$ cat src/inc/pis_pkg.sv
`default_nettype none
package pis_pkg;
  // backplane and slot select
  localparam int unsigned PIS_NLINES = 8;
  localparam int unsigned PIS_SLOT_W = 3;
  localparam int unsigned PIS_NPINS  = 2;
  // register map (byte addresses)
  localparam int unsigned PIS_AW       = 8;
  localparam logic [7:0]  PIS_OFF_CTRL = 8'h00;
  localparam logic [7:0]  PIS_OFF_CMD  = 8'h04;
  localparam logic [7:0]  PIS_OFF_STAT = 8'h08;
  // control register fields
  localparam int unsigned PIS_CTRL_CTRL_OP = 0;
  localparam int unsigned PIS_CTRL_IRQ_OP  = 1;
  localparam int unsigned PIS_CTRL_EDGE    = 2;
  localparam int unsigned PIS_CTRL_PRESENT = 3;
  localparam int unsigned PIS_CTRL_SLOT    = 4;
  localparam logic        PIS_PRESENT_RST  = 1'b1;
  // command register fields (write-one pulses)
  localparam int unsigned PIS_CMD_DISABLE = 0;
  localparam int unsigned PIS_CMD_ENABLE  = 1;
  localparam int unsigned PIS_CMD_DELAY   = 2;
  // status register fields
  localparam int unsigned PIS_STAT_LVL  = 0;
  localparam int unsigned PIS_STAT_RET  = 3;
  localparam int unsigned PIS_STAT_REQ  = 6;
  localparam int unsigned PIS_STAT_LINE = 7;
  localparam int unsigned PIS_STAT_GATE = 8;
  localparam int unsigned PIS_STAT_HPND = 10;
  // bus responses
  localparam logic [1:0]  PIS_RESP_OKAY   = 2'h0;
  localparam logic [1:0]  PIS_RESP_SLVERR = 2'h2;
  // program levels and interrupt gate
  typedef enum logic [2:0] {
    PIS_LVL_CYCLIC,
    PIS_LVL_CTRL,
    PIS_LVL_SVC,
    PIS_LVL_DELAY,
    PIS_LVL_HALT
  } pis_level_t;
  typedef enum logic [1:0] {
    PIS_GATE_ON,
    PIS_GATE_DELAY,
    PIS_GATE_OFF
  } pis_gate_t;
endpackage
`default_nettype wire

$ cat src/rtl/pis_line_sync.sv
`default_nettype none
module pis_line_sync #(
  parameter int unsigned NL = 8,
  parameter int unsigned SW = 3,
  parameter int unsigned NX = 2
) (
  // clock and reset
  input  wire logic          clk,
  input  wire logic          rst_b,
  // raw pins
  input  wire logic [NL-1:0] lines,
  input  wire logic [NX-1:0] ext,
  input  wire logic [SW-1:0] sel,
  // synchronised view
  output logic               line_lvl,
  output logic               line_rise,
  output logic [NX-1:0]      ext_lvl
);
  typedef struct packed {
    logic [NL+NX-1:0] s1;
    logic [NL+NX-1:0] s2;
    logic             lvl;
    logic             rise;
  } pis_sync_t;

  pis_sync_t q;
  pis_sync_t n;

  // only the slot's own line is watched; s1 feeds s2 alone
  always_comb begin
    n      = q;
    n.s1   = {ext, lines};
    n.s2   = q.s1;
    n.lvl  = q.s2[sel];
    n.rise = q.s2[sel] & ~q.lvl;
  end

  always_ff @(posedge clk or negedge rst_b) begin
    if (!rst_b) begin
      q <= '0;
    end else begin
      q <= n;
    end
  end

  assign line_lvl  = q.lvl;
  assign line_rise = q.rise;
  assign ext_lvl   = q.s2[NL +: NX];
endmodule // pis_line_sync
`default_nettype wire

$ cat src/rtl/pis_sequencer.sv
// Function
// - closed-loop task yields at block, or operation, boundaries as set.
// - pending process or delay interrupt pre-empts closed-loop task.
// - fault, error or operator action halts at next operation boundary.
// - stop instruction halts the running task at an operation boundary.
// - active assigned backplane line raises a process interrupt request.
// - exactly one line is watched, chosen by the rack slot.
// - line evaluation is selectable, level or edge.
// - software can disable, delay and re-enable the process interrupt.
// - service routine is inserted at operation or block boundary as set.
// - accepting the request starts the one service routine.
// - with no service routine present, nothing is interrupted.
// - on routine end, the interrupted level resumes where it stopped.
// - errors may suspend the service routine, only at operation boundary.
// - service routine yields only to errors, operator or stop.
// - timed tasks and further interrupts never pre-empt the routine.
// - level mode: active line sets request served at next boundary.
// - edge mode: after routine end only a rising edge re-requests.
// - activations during service are neither counted nor flagged.
// - between disable and enable no interrupt-driven execution occurs.
//
// Register access over AXI4-Lite and the register offsets were decided locally.
`default_nettype none
module pis_sequencer
  import pis_pkg::*;
#(
  parameter int unsigned NLINES = PIS_NLINES
) (
  // clock and reset
  input  wire logic                 clk,
  input  wire logic                 rst_b,
  // axi4-lite write address and data
  input  wire logic [PIS_AW-1:0]    s_axi_awaddr,
  input  wire logic                 s_axi_awvalid,
  output logic                      s_axi_awready,
  input  wire logic [31:0]          s_axi_wdata,
  input  wire logic [3:0]           s_axi_wstrb,
  input  wire logic                 s_axi_wvalid,
  output logic                      s_axi_wready,
  // axi4-lite write response
  output logic [1:0]                s_axi_bresp,
  output logic                      s_axi_bvalid,
  input  wire logic                 s_axi_bready,
  // axi4-lite read
  input  wire logic [PIS_AW-1:0]    s_axi_araddr,
  input  wire logic                 s_axi_arvalid,
  output logic                      s_axi_arready,
  output logic [31:0]               s_axi_rdata,
  output logic [1:0]                s_axi_rresp,
  output logic                      s_axi_rvalid,
  input  wire logic                 s_axi_rready,
  // backplane and operator pins
  input  wire logic [NLINES-1:0]    irq_lines,
  input  wire logic                 stop_switch,
  input  wire logic                 multiprocessor_halt,
  // events from the program sequencer
  input  wire logic                 block_boundary,
  input  wire logic                 op_boundary,
  input  wire logic                 ctrl_due,
  input  wire logic                 delay_irq_req,
  input  wire logic                 level_done,
  input  wire logic                 halt_release,
  input  wire logic                 hw_fault,
  input  wire logic                 prog_error,
  input  wire logic                 programmer_device_req,
  input  wire logic                 stop_instr,
  // orders to the program sequencer
  output logic                      dispatch,
  output logic                      resume,
  output logic                      halt,
  output pis_pkg::pis_level_t       cur_level
);
  import pis_pkg::*;

  typedef struct packed {
    pis_level_t             lvl;
    pis_level_t             ret;
    pis_level_t             hret;
    logic                   halt_pend;
    logic                   req;
    pis_gate_t              gate;
    logic                   ctrl_op;
    logic                   irq_op;
    logic                   edge_mode;
    logic                   present;
    logic [PIS_SLOT_W-1:0]  slot;
    logic                   dispatch;
    logic                   resume;
    logic                   halt;
    logic                   bvalid;
    logic [1:0]             bresp;
    logic                   rvalid;
    logic [1:0]             rresp;
    logic [31:0]            rdata;
  } pis_state_t;

  pis_state_t q;
  pis_state_t n;

  logic                 line_lvl;
  logic                 line_rise;
  logic [PIS_NPINS-1:0] pin_lvl;
  logic                 wr_go;
  logic                 rd_go;
  logic                 fault_ev;
  logic                 take_irq;
  logic                 set_req;

  // a block boundary is always an operation boundary as well
  function automatic logic at_bnd(input logic op_sel,
                                  input logic op_b,
                                  input logic blk_b);
    at_bnd = blk_b | (op_sel & op_b);
  endfunction

  function automatic logic [31:0] stat_word(input pis_state_t s,
                                            input logic lv);
    stat_word = '0;
    stat_word[PIS_STAT_LVL +: $bits(pis_level_t)] = s.lvl;
    stat_word[PIS_STAT_RET +: $bits(pis_level_t)] = s.ret;
    stat_word[PIS_STAT_REQ]       = s.req;
    stat_word[PIS_STAT_LINE]      = lv;
    stat_word[PIS_STAT_GATE +: $bits(pis_gate_t)] = s.gate;
    stat_word[PIS_STAT_HPND]      = s.halt_pend;
  endfunction

  pis_line_sync #(
    .NL (NLINES),
    .SW (PIS_SLOT_W),
    .NX (PIS_NPINS)
  ) u_sync (
    .clk       (clk),
    .rst_b     (rst_b),
    .lines     (irq_lines),
    .ext       ({multiprocessor_halt, stop_switch}),
    .sel       (q.slot),
    .line_lvl  (line_lvl),
    .line_rise (line_rise),
    .ext_lvl   (pin_lvl)
  );

  // write taken only with address and data together and no answer owed
  assign wr_go = s_axi_awvalid & s_axi_wvalid & ~q.bvalid;
  assign rd_go = s_axi_arvalid & ~q.rvalid;

  assign fault_ev = hw_fault | prog_error | programmer_device_req
                  | stop_instr | (|pin_lvl);
  assign take_irq = q.req & q.present
                  & (q.gate == PIS_GATE_ON);

  always_comb begin
    n          = q;
    n.dispatch = 1'b0;
    n.resume   = 1'b0;
    n.halt     = 1'b0;
    set_req    = 1'b0;

    if (fault_ev && q.lvl != PIS_LVL_HALT) begin
      n.halt_pend = 1'b1;
    end

    case (q.lvl)
      PIS_LVL_HALT: begin
        // a held stop pin keeps the level parked
        if (halt_release && !(|pin_lvl)) begin
          n.lvl    = q.hret;
          n.resume = 1'b1;
        end
      end
      default: begin
        if (q.halt_pend && at_bnd(1'b1, op_boundary, block_boundary)) begin
          n.hret      = q.lvl;
          n.lvl       = PIS_LVL_HALT;
          n.halt      = 1'b1;
          n.halt_pend = 1'b0;
        end else begin
          case (q.lvl)
            PIS_LVL_CYCLIC: begin
              if (take_irq &&
                  at_bnd(q.irq_op, op_boundary, block_boundary)) begin
                n.ret      = PIS_LVL_CYCLIC;
                n.lvl      = PIS_LVL_SVC;
                n.req      = 1'b0;
                n.dispatch = 1'b1;
              end else if (ctrl_due &&
                  at_bnd(q.ctrl_op, op_boundary, block_boundary)) begin
                n.lvl      = PIS_LVL_CTRL;
                n.dispatch = 1'b1;
              end
            end
            PIS_LVL_CTRL: begin
              if (take_irq &&
                  at_bnd(q.ctrl_op, op_boundary, block_boundary)) begin
                n.ret      = PIS_LVL_CTRL;
                n.lvl      = PIS_LVL_SVC;
                n.req      = 1'b0;
                n.dispatch = 1'b1;
              end else if (delay_irq_req &&
                  at_bnd(q.ctrl_op, op_boundary, block_boundary)) begin
                n.ret      = PIS_LVL_CTRL;
                n.lvl      = PIS_LVL_DELAY;
                n.dispatch = 1'b1;
              end else if (level_done) begin
                n.lvl    = PIS_LVL_CYCLIC;
                n.resume = 1'b1;
              end
            end
            PIS_LVL_SVC, PIS_LVL_DELAY: begin
              // nothing but a halt pre-empts these levels
              if (level_done) begin
                n.lvl    = q.ret;
                n.resume = 1'b1;
              end
            end
            default: begin
              n.lvl = PIS_LVL_CYCLIC;
            end
          endcase
        end
      end
    endcase

    // a fault landing as a halt is taken stays pending: set wins
    if (q.lvl != PIS_LVL_HALT && n.lvl == PIS_LVL_HALT &&
        (hw_fault | prog_error | programmer_device_req | stop_instr)) begin
      n.halt_pend = 1'b1;
    end

    // line activity while the routine runs, or as it starts, is dropped
    if (n.lvl != PIS_LVL_SVC && q.lvl != PIS_LVL_SVC &&
        q.present && q.gate != PIS_GATE_OFF) begin
      set_req = q.edge_mode ? line_rise : line_lvl;
    end
    if (set_req) begin
      n.req = 1'b1;
    end

    // register writes
    if (wr_go) begin
      n.bvalid = 1'b1;
      n.bresp  = PIS_RESP_OKAY;
      case (s_axi_awaddr)
        PIS_OFF_CTRL: begin
          if (s_axi_wstrb[0]) begin
            n.ctrl_op   = s_axi_wdata[PIS_CTRL_CTRL_OP];
            n.irq_op    = s_axi_wdata[PIS_CTRL_IRQ_OP];
            n.edge_mode = s_axi_wdata[PIS_CTRL_EDGE];
            n.present   = s_axi_wdata[PIS_CTRL_PRESENT];
            n.slot      = s_axi_wdata[PIS_CTRL_SLOT +: PIS_SLOT_W];
          end
        end
        PIS_OFF_CMD: begin
          if (s_axi_wstrb[0]) begin
            // disable outranks the others in one write
            if (s_axi_wdata[PIS_CMD_DISABLE]) begin
              n.gate = PIS_GATE_OFF;
              n.req  = 1'b0;
            end else if (s_axi_wdata[PIS_CMD_DELAY]) begin
              n.gate = PIS_GATE_DELAY;
            end else if (s_axi_wdata[PIS_CMD_ENABLE]) begin
              n.gate = PIS_GATE_ON;
            end
          end
        end
        PIS_OFF_STAT: begin
          n.bresp = PIS_RESP_OKAY;
        end
        default: begin
          n.bresp = PIS_RESP_SLVERR;
        end
      endcase
    end else if (q.bvalid && s_axi_bready) begin
      n.bvalid = 1'b0;
    end

    // register reads
    if (rd_go) begin
      n.rvalid = 1'b1;
      n.rresp  = PIS_RESP_OKAY;
      n.rdata  = '0;
      case (s_axi_araddr)
        PIS_OFF_CTRL: begin
          n.rdata[PIS_CTRL_CTRL_OP]            = q.ctrl_op;
          n.rdata[PIS_CTRL_IRQ_OP]             = q.irq_op;
          n.rdata[PIS_CTRL_EDGE]               = q.edge_mode;
          n.rdata[PIS_CTRL_PRESENT]            = q.present;
          n.rdata[PIS_CTRL_SLOT +: PIS_SLOT_W] = q.slot;
        end
        PIS_OFF_CMD: begin
          n.rdata = '0;
        end
        PIS_OFF_STAT: begin
          n.rdata = stat_word(q, line_lvl);
        end
        default: begin
          n.rresp = PIS_RESP_SLVERR;
        end
      endcase
    end else if (q.rvalid && s_axi_rready) begin
      n.rvalid = 1'b0;
    end
  end

  always_ff @(posedge clk or negedge rst_b) begin
    if (!rst_b) begin
      q         <= '0;
      q.present <= PIS_PRESENT_RST;
    end else begin
      q <= n;
    end
  end

  assign s_axi_awready = wr_go;
  assign s_axi_wready  = wr_go;
  assign s_axi_bvalid  = q.bvalid;
  assign s_axi_bresp   = q.bresp;
  assign s_axi_arready = ~q.rvalid;
  assign s_axi_rvalid  = q.rvalid;
  assign s_axi_rresp   = q.rresp;
  assign s_axi_rdata   = q.rdata;
  assign dispatch      = q.dispatch;
  assign resume        = q.resume;
  assign halt          = q.halt;
  assign cur_level     = q.lvl;
endmodule // pis_sequencer
`default_nettype wire

$ cat config.mk
export PLATFORM = sky130hd
export DESIGN_NAME = pis_sequencer
export DESIGN_NICKNAME = d
export VERILOG_FILES = /design/src/inc/pis_pkg.sv /design/src/rtl/pis_line_sync.sv /design/src/rtl/pis_sequencer.sv
export SDC_FILE = /design/constraint.sdc
export NUM_CORES = 1
export LEC_CHECK = 0
export ABC_AREA = 1
export BUFFER_PORTS_ARGS = -buffer_cell sky130_fd_sc_hd__buf_2
export CAP_MARGIN = 20
export CELL_PAD_IN_SITES_DETAIL_PLACEMENT = 0
export CELL_PAD_IN_SITES_GLOBAL_PLACEMENT = 1
export CORE_AREA = 3 3 92 94
export DETAILED_ROUTE_END_ITERATION = 6
export DIE_AREA = 0 0 95 97
export PLACE_DENSITY_LB_ADDON = 0.12
export SYNTH_ARGS = -nofsm -noshare
export SYNTH_HDL_FRONTEND = slang
export SYNTH_SLANG_ARGS = --single-unit
$ cat constraint.sdc
create_clock -name clk -period 2.55 [get_ports clk]
set_clock_uncertainty 0.15 [all_clocks]
set_input_delay 0.255 -clock clk [delete_from_list [all_inputs] [get_ports clk]]
set_output_delay 0.255 -clock clk [all_outputs]
set_load 0.005 [all_outputs]
==> flow_summary.json <==
{
  "max_freq_mhz": 568,
  "combPwrFrac": 0.177,
  "viasPerCell": 4.39,
  "vias": 2155,
  "core_mm2": 0.00773,
  "reg2reg_depth": 9,
  "synth_edf_count": 0,
  "utilization": 0.442,
  "yosysSeqAreaShare": 0.528,
  "start_util": 0.356,
  "grt_max_degree": 35,
  "mostFrequentLayoutCell": "buf_2",
  "final_cell_mix": "74 x buf_2, 68 x nand2_1, 57 x dfrtp_1",
  "p_per_area_mw_per_mm2": 721,
  "end_kind": "register",
  "dr.pass1.iters": 4,
  "cts_buffer_depth": 2,
  "ir_drop_v": 0.000350,
  "routabilityCongestion": 0.776,
  "yosys_most_used_dff": "dfrtp_1",
  "drive_gt1_frac": 0.308,
  "seqPwrFrac": 0.433,
  "root_buffer": "clkbuf_8",
  "netlist_area_mm2": 0.00275,
  "drc": 0,
  "finalHoldViolations": 0,
  "setup_violations": 0,
  "placedCellCount": 461,
  "fin_cells": 491,
  "synth_cells": 302,
  "post_synth.cell_area_avg_um2": 9.11,
  "clock-sinks": 58,
  "timing.final.crit_share": 0.690,
  "fin_crit_ps": 1760,
  "grtUsageTotal": 0.137,
  "fp.dieH_um": 97,
  "antenna_found_initial": 0,
  "grt_pass1_wl_mm": 9.82,
  "postCtsSetupRepairBufs": 0,
  "path_clk_slew_ps": 80,
  "synth_cell_type_count": 30,
  "start_kind": "register",
  "area_growth_pct": 24.0,
  "hold_class": "input port to register",
  "rows": 32,
  "slew_viol_final": 0,
  "crit_path_max_fanout": 4,
  "num-fill-cells": 774,
  "r2r_slack_ps": 790,
  "gr-total-overflow": 0,
  "tritoncts": "built",
  "drt-initial-drc-count": 60,
  "ys_seq_elements": 58,
  "numCtsBuffers": 9,
  "htree_levels": 3,
  "p_leak_nw": 1.79,
  "cp.required_ps": 2620,
  "dieArea_mm2": 0.00922,
  "worstSkewPairLatency_ps": 340,
  "swShare": 0.294,
  "yosys_warnings": 0,
  "crit_type": "register to register",
  "cap_violations": 0,
  "switching_power_w": 0.000724,
  "wl_per_cell_um": 11.9,
  "clockPowerShare": 0.391,
  "dieWidth_um": 95,
  "synthArstFlopShare": 1.00,
  "hpwl_mm": 4.33,
  "setup_tns_ps": 0,
  "wl_mm": 5.83,
  "rsz0062_at_grt": "no",
  "status": "complete, no violations",
  "hold_depth": 3,
  "antenna_left": 0,
  "worstPathArrival_ps": 1830,
  "final_nets": 463,
  "antenna_cells": 0,
  "port_buffers": 74,
  "io_pins": 126,
  "p_int_w": 0.00174,
  "grt_pass1_vias": 2093
}
[flip-flops by register name, summed over array words and instances (netlist names)]
signal,flops
s_axi_bresp,1
s_axi_rvalid,1
u_sync.line_rise,1
resume,1
s_axi_rresp,1
u_sync.ext_lvl,2
halt,1
u_sync.n,10
cur_level,3
s_axi_rdata,11
q,15
u_sync.q,8
s_axi_bvalid,1
dispatch,1
u_sync.line_lvl,1
[per-layer routing]
metal	GRT usage	routed length, um	up-vias
met5	0	0	-
met4	0.0633	110	0
met3	0.0389	430	9
met2	0.201	2510	80
met1	0.184	2770	981
li1	-	-	1085
[synth_stat cells (2+ instances only)]
cell / number / area share
nand2_1: 68 / 0.093
dfrtp_1: 57 / 0.52
buf_4: 40 / 0.11
inv_1: 24 / 0.033
nor2_1: 19 / 0.026
nand3_1: 13 / 0.024
o21ai_0: 11 / 0.020
o21ai_1: 11 / 0.020
a21oi_1: 10 / 0.018
inv_2: 9 / 0.012
o22ai_1: 8 / 0.018
o31ai_1: 5 / 0.014
nand2_2: 3 / 0.0068
nand4_1: 3 / 0.0068
nor2_2: 3 / 0.0068
nand3_2: 2 / 0.0073
nand4_2: 2 / 0.0091
nor4_1: 2 / 0.0045
[layout make-up]
| class | count | area, um^2 | area share |
|---|---|---|---|
| clock buffer | 9 | 124 | 0.0363 |
| multi-input combinational | 191 | 950 | 0.278 |
| sequential | 58 | 1450 | 0.426 |
| tap | 102 | 128 | 0.0374 |
| clock inverter | 7 | 103 | 0.0301 |
| inverter | 33 | 124 | 0.0363 |
| timing repair buffer | 91 | 533 | 0.156 |
[cells by family (layout without fill, tap and decap cells)]
| logic type | Yosys count | after routing | synth area share |
|---|---|---|---|
| AOI/OAI and AO/OA | 48 | 48 | 0.0995 |
| other | 1 | 23 | 0.00136 |
| and+or+nand+nor | 120 | 120 | 0.214 |
| buffers and inverters | 75 | 140 | 0.157 |
| DFF | 58 | 58 | 0.528 |
[through the flow]
| step | power [W] | setup slack, ps | area, um^2 | hold WS [ps] |
|---|---|---|---|---|
| after floorplan | 0.00138 | 1030 | 2840 | -191 |
| after global placement | 0.00151 | 803 | 3050 | 121 |
| after detailed placement | 0.00151 | 791 | 3050 | 126 |
| after CTS | 0.00250 | 785 | 3410 | 0.623 |
| after global routing | 0.00260 | 648 | 3410 | 22.8 |
| final | 0.00246 | 790 | 3410 | 16.1 |
[worst max-delay path: stages, from the launching register on]
cell and delay [ps]:
dfstp_2 530, nand2_1 60, inv_2 60, nand3_1 140, nand3_1 130, nand3_1 90, a21oi_1 210, nand3_1 120
nand2_1 100, a21oi_2 50
[final timing paths]
kind / from / endpoint
setup / recovery: q[44]$_DFFE_PN1P_ / q[50]$_DFF_PN0_
setup reg to reg: q[44]$_DFFE_PN1P_ / q[50]$_DFF_PN0_
hold / removal: s_axi_wdata[3] / q[44]$_DFFE_PN1P_
hold reg to reg: u_sync.n[3]$_DFF_PN0_ / u_sync.q[3]$_DFF_PN0_
min in group asynchronous: rst_b / u_sync.n[7]$_DFF_PN0_
max in group asynchronous: rst_b / q[44]$_DFFE_PN1P_
[power by group through the flow]
stage	clock [W]	combinational [W]	sequential (W)
after floorplan	0	0.000313	0.00107
after global placement	0	0.000421	0.00108
after detailed placement	0	0.000424	0.00108
after CTS	0.000989	0.000441	0.00107
after global routing	0.00103	0.000493	0.00108
final	0.000962	0.000434	0.00106
[timing repair]
item | 4_1_cts | 5_1_grt
endpoints found under the hold margin | 70 | 0
resized for setup | 0 | 0
hold buffers | 14 | 0
(Power assumes the default switching activity.)
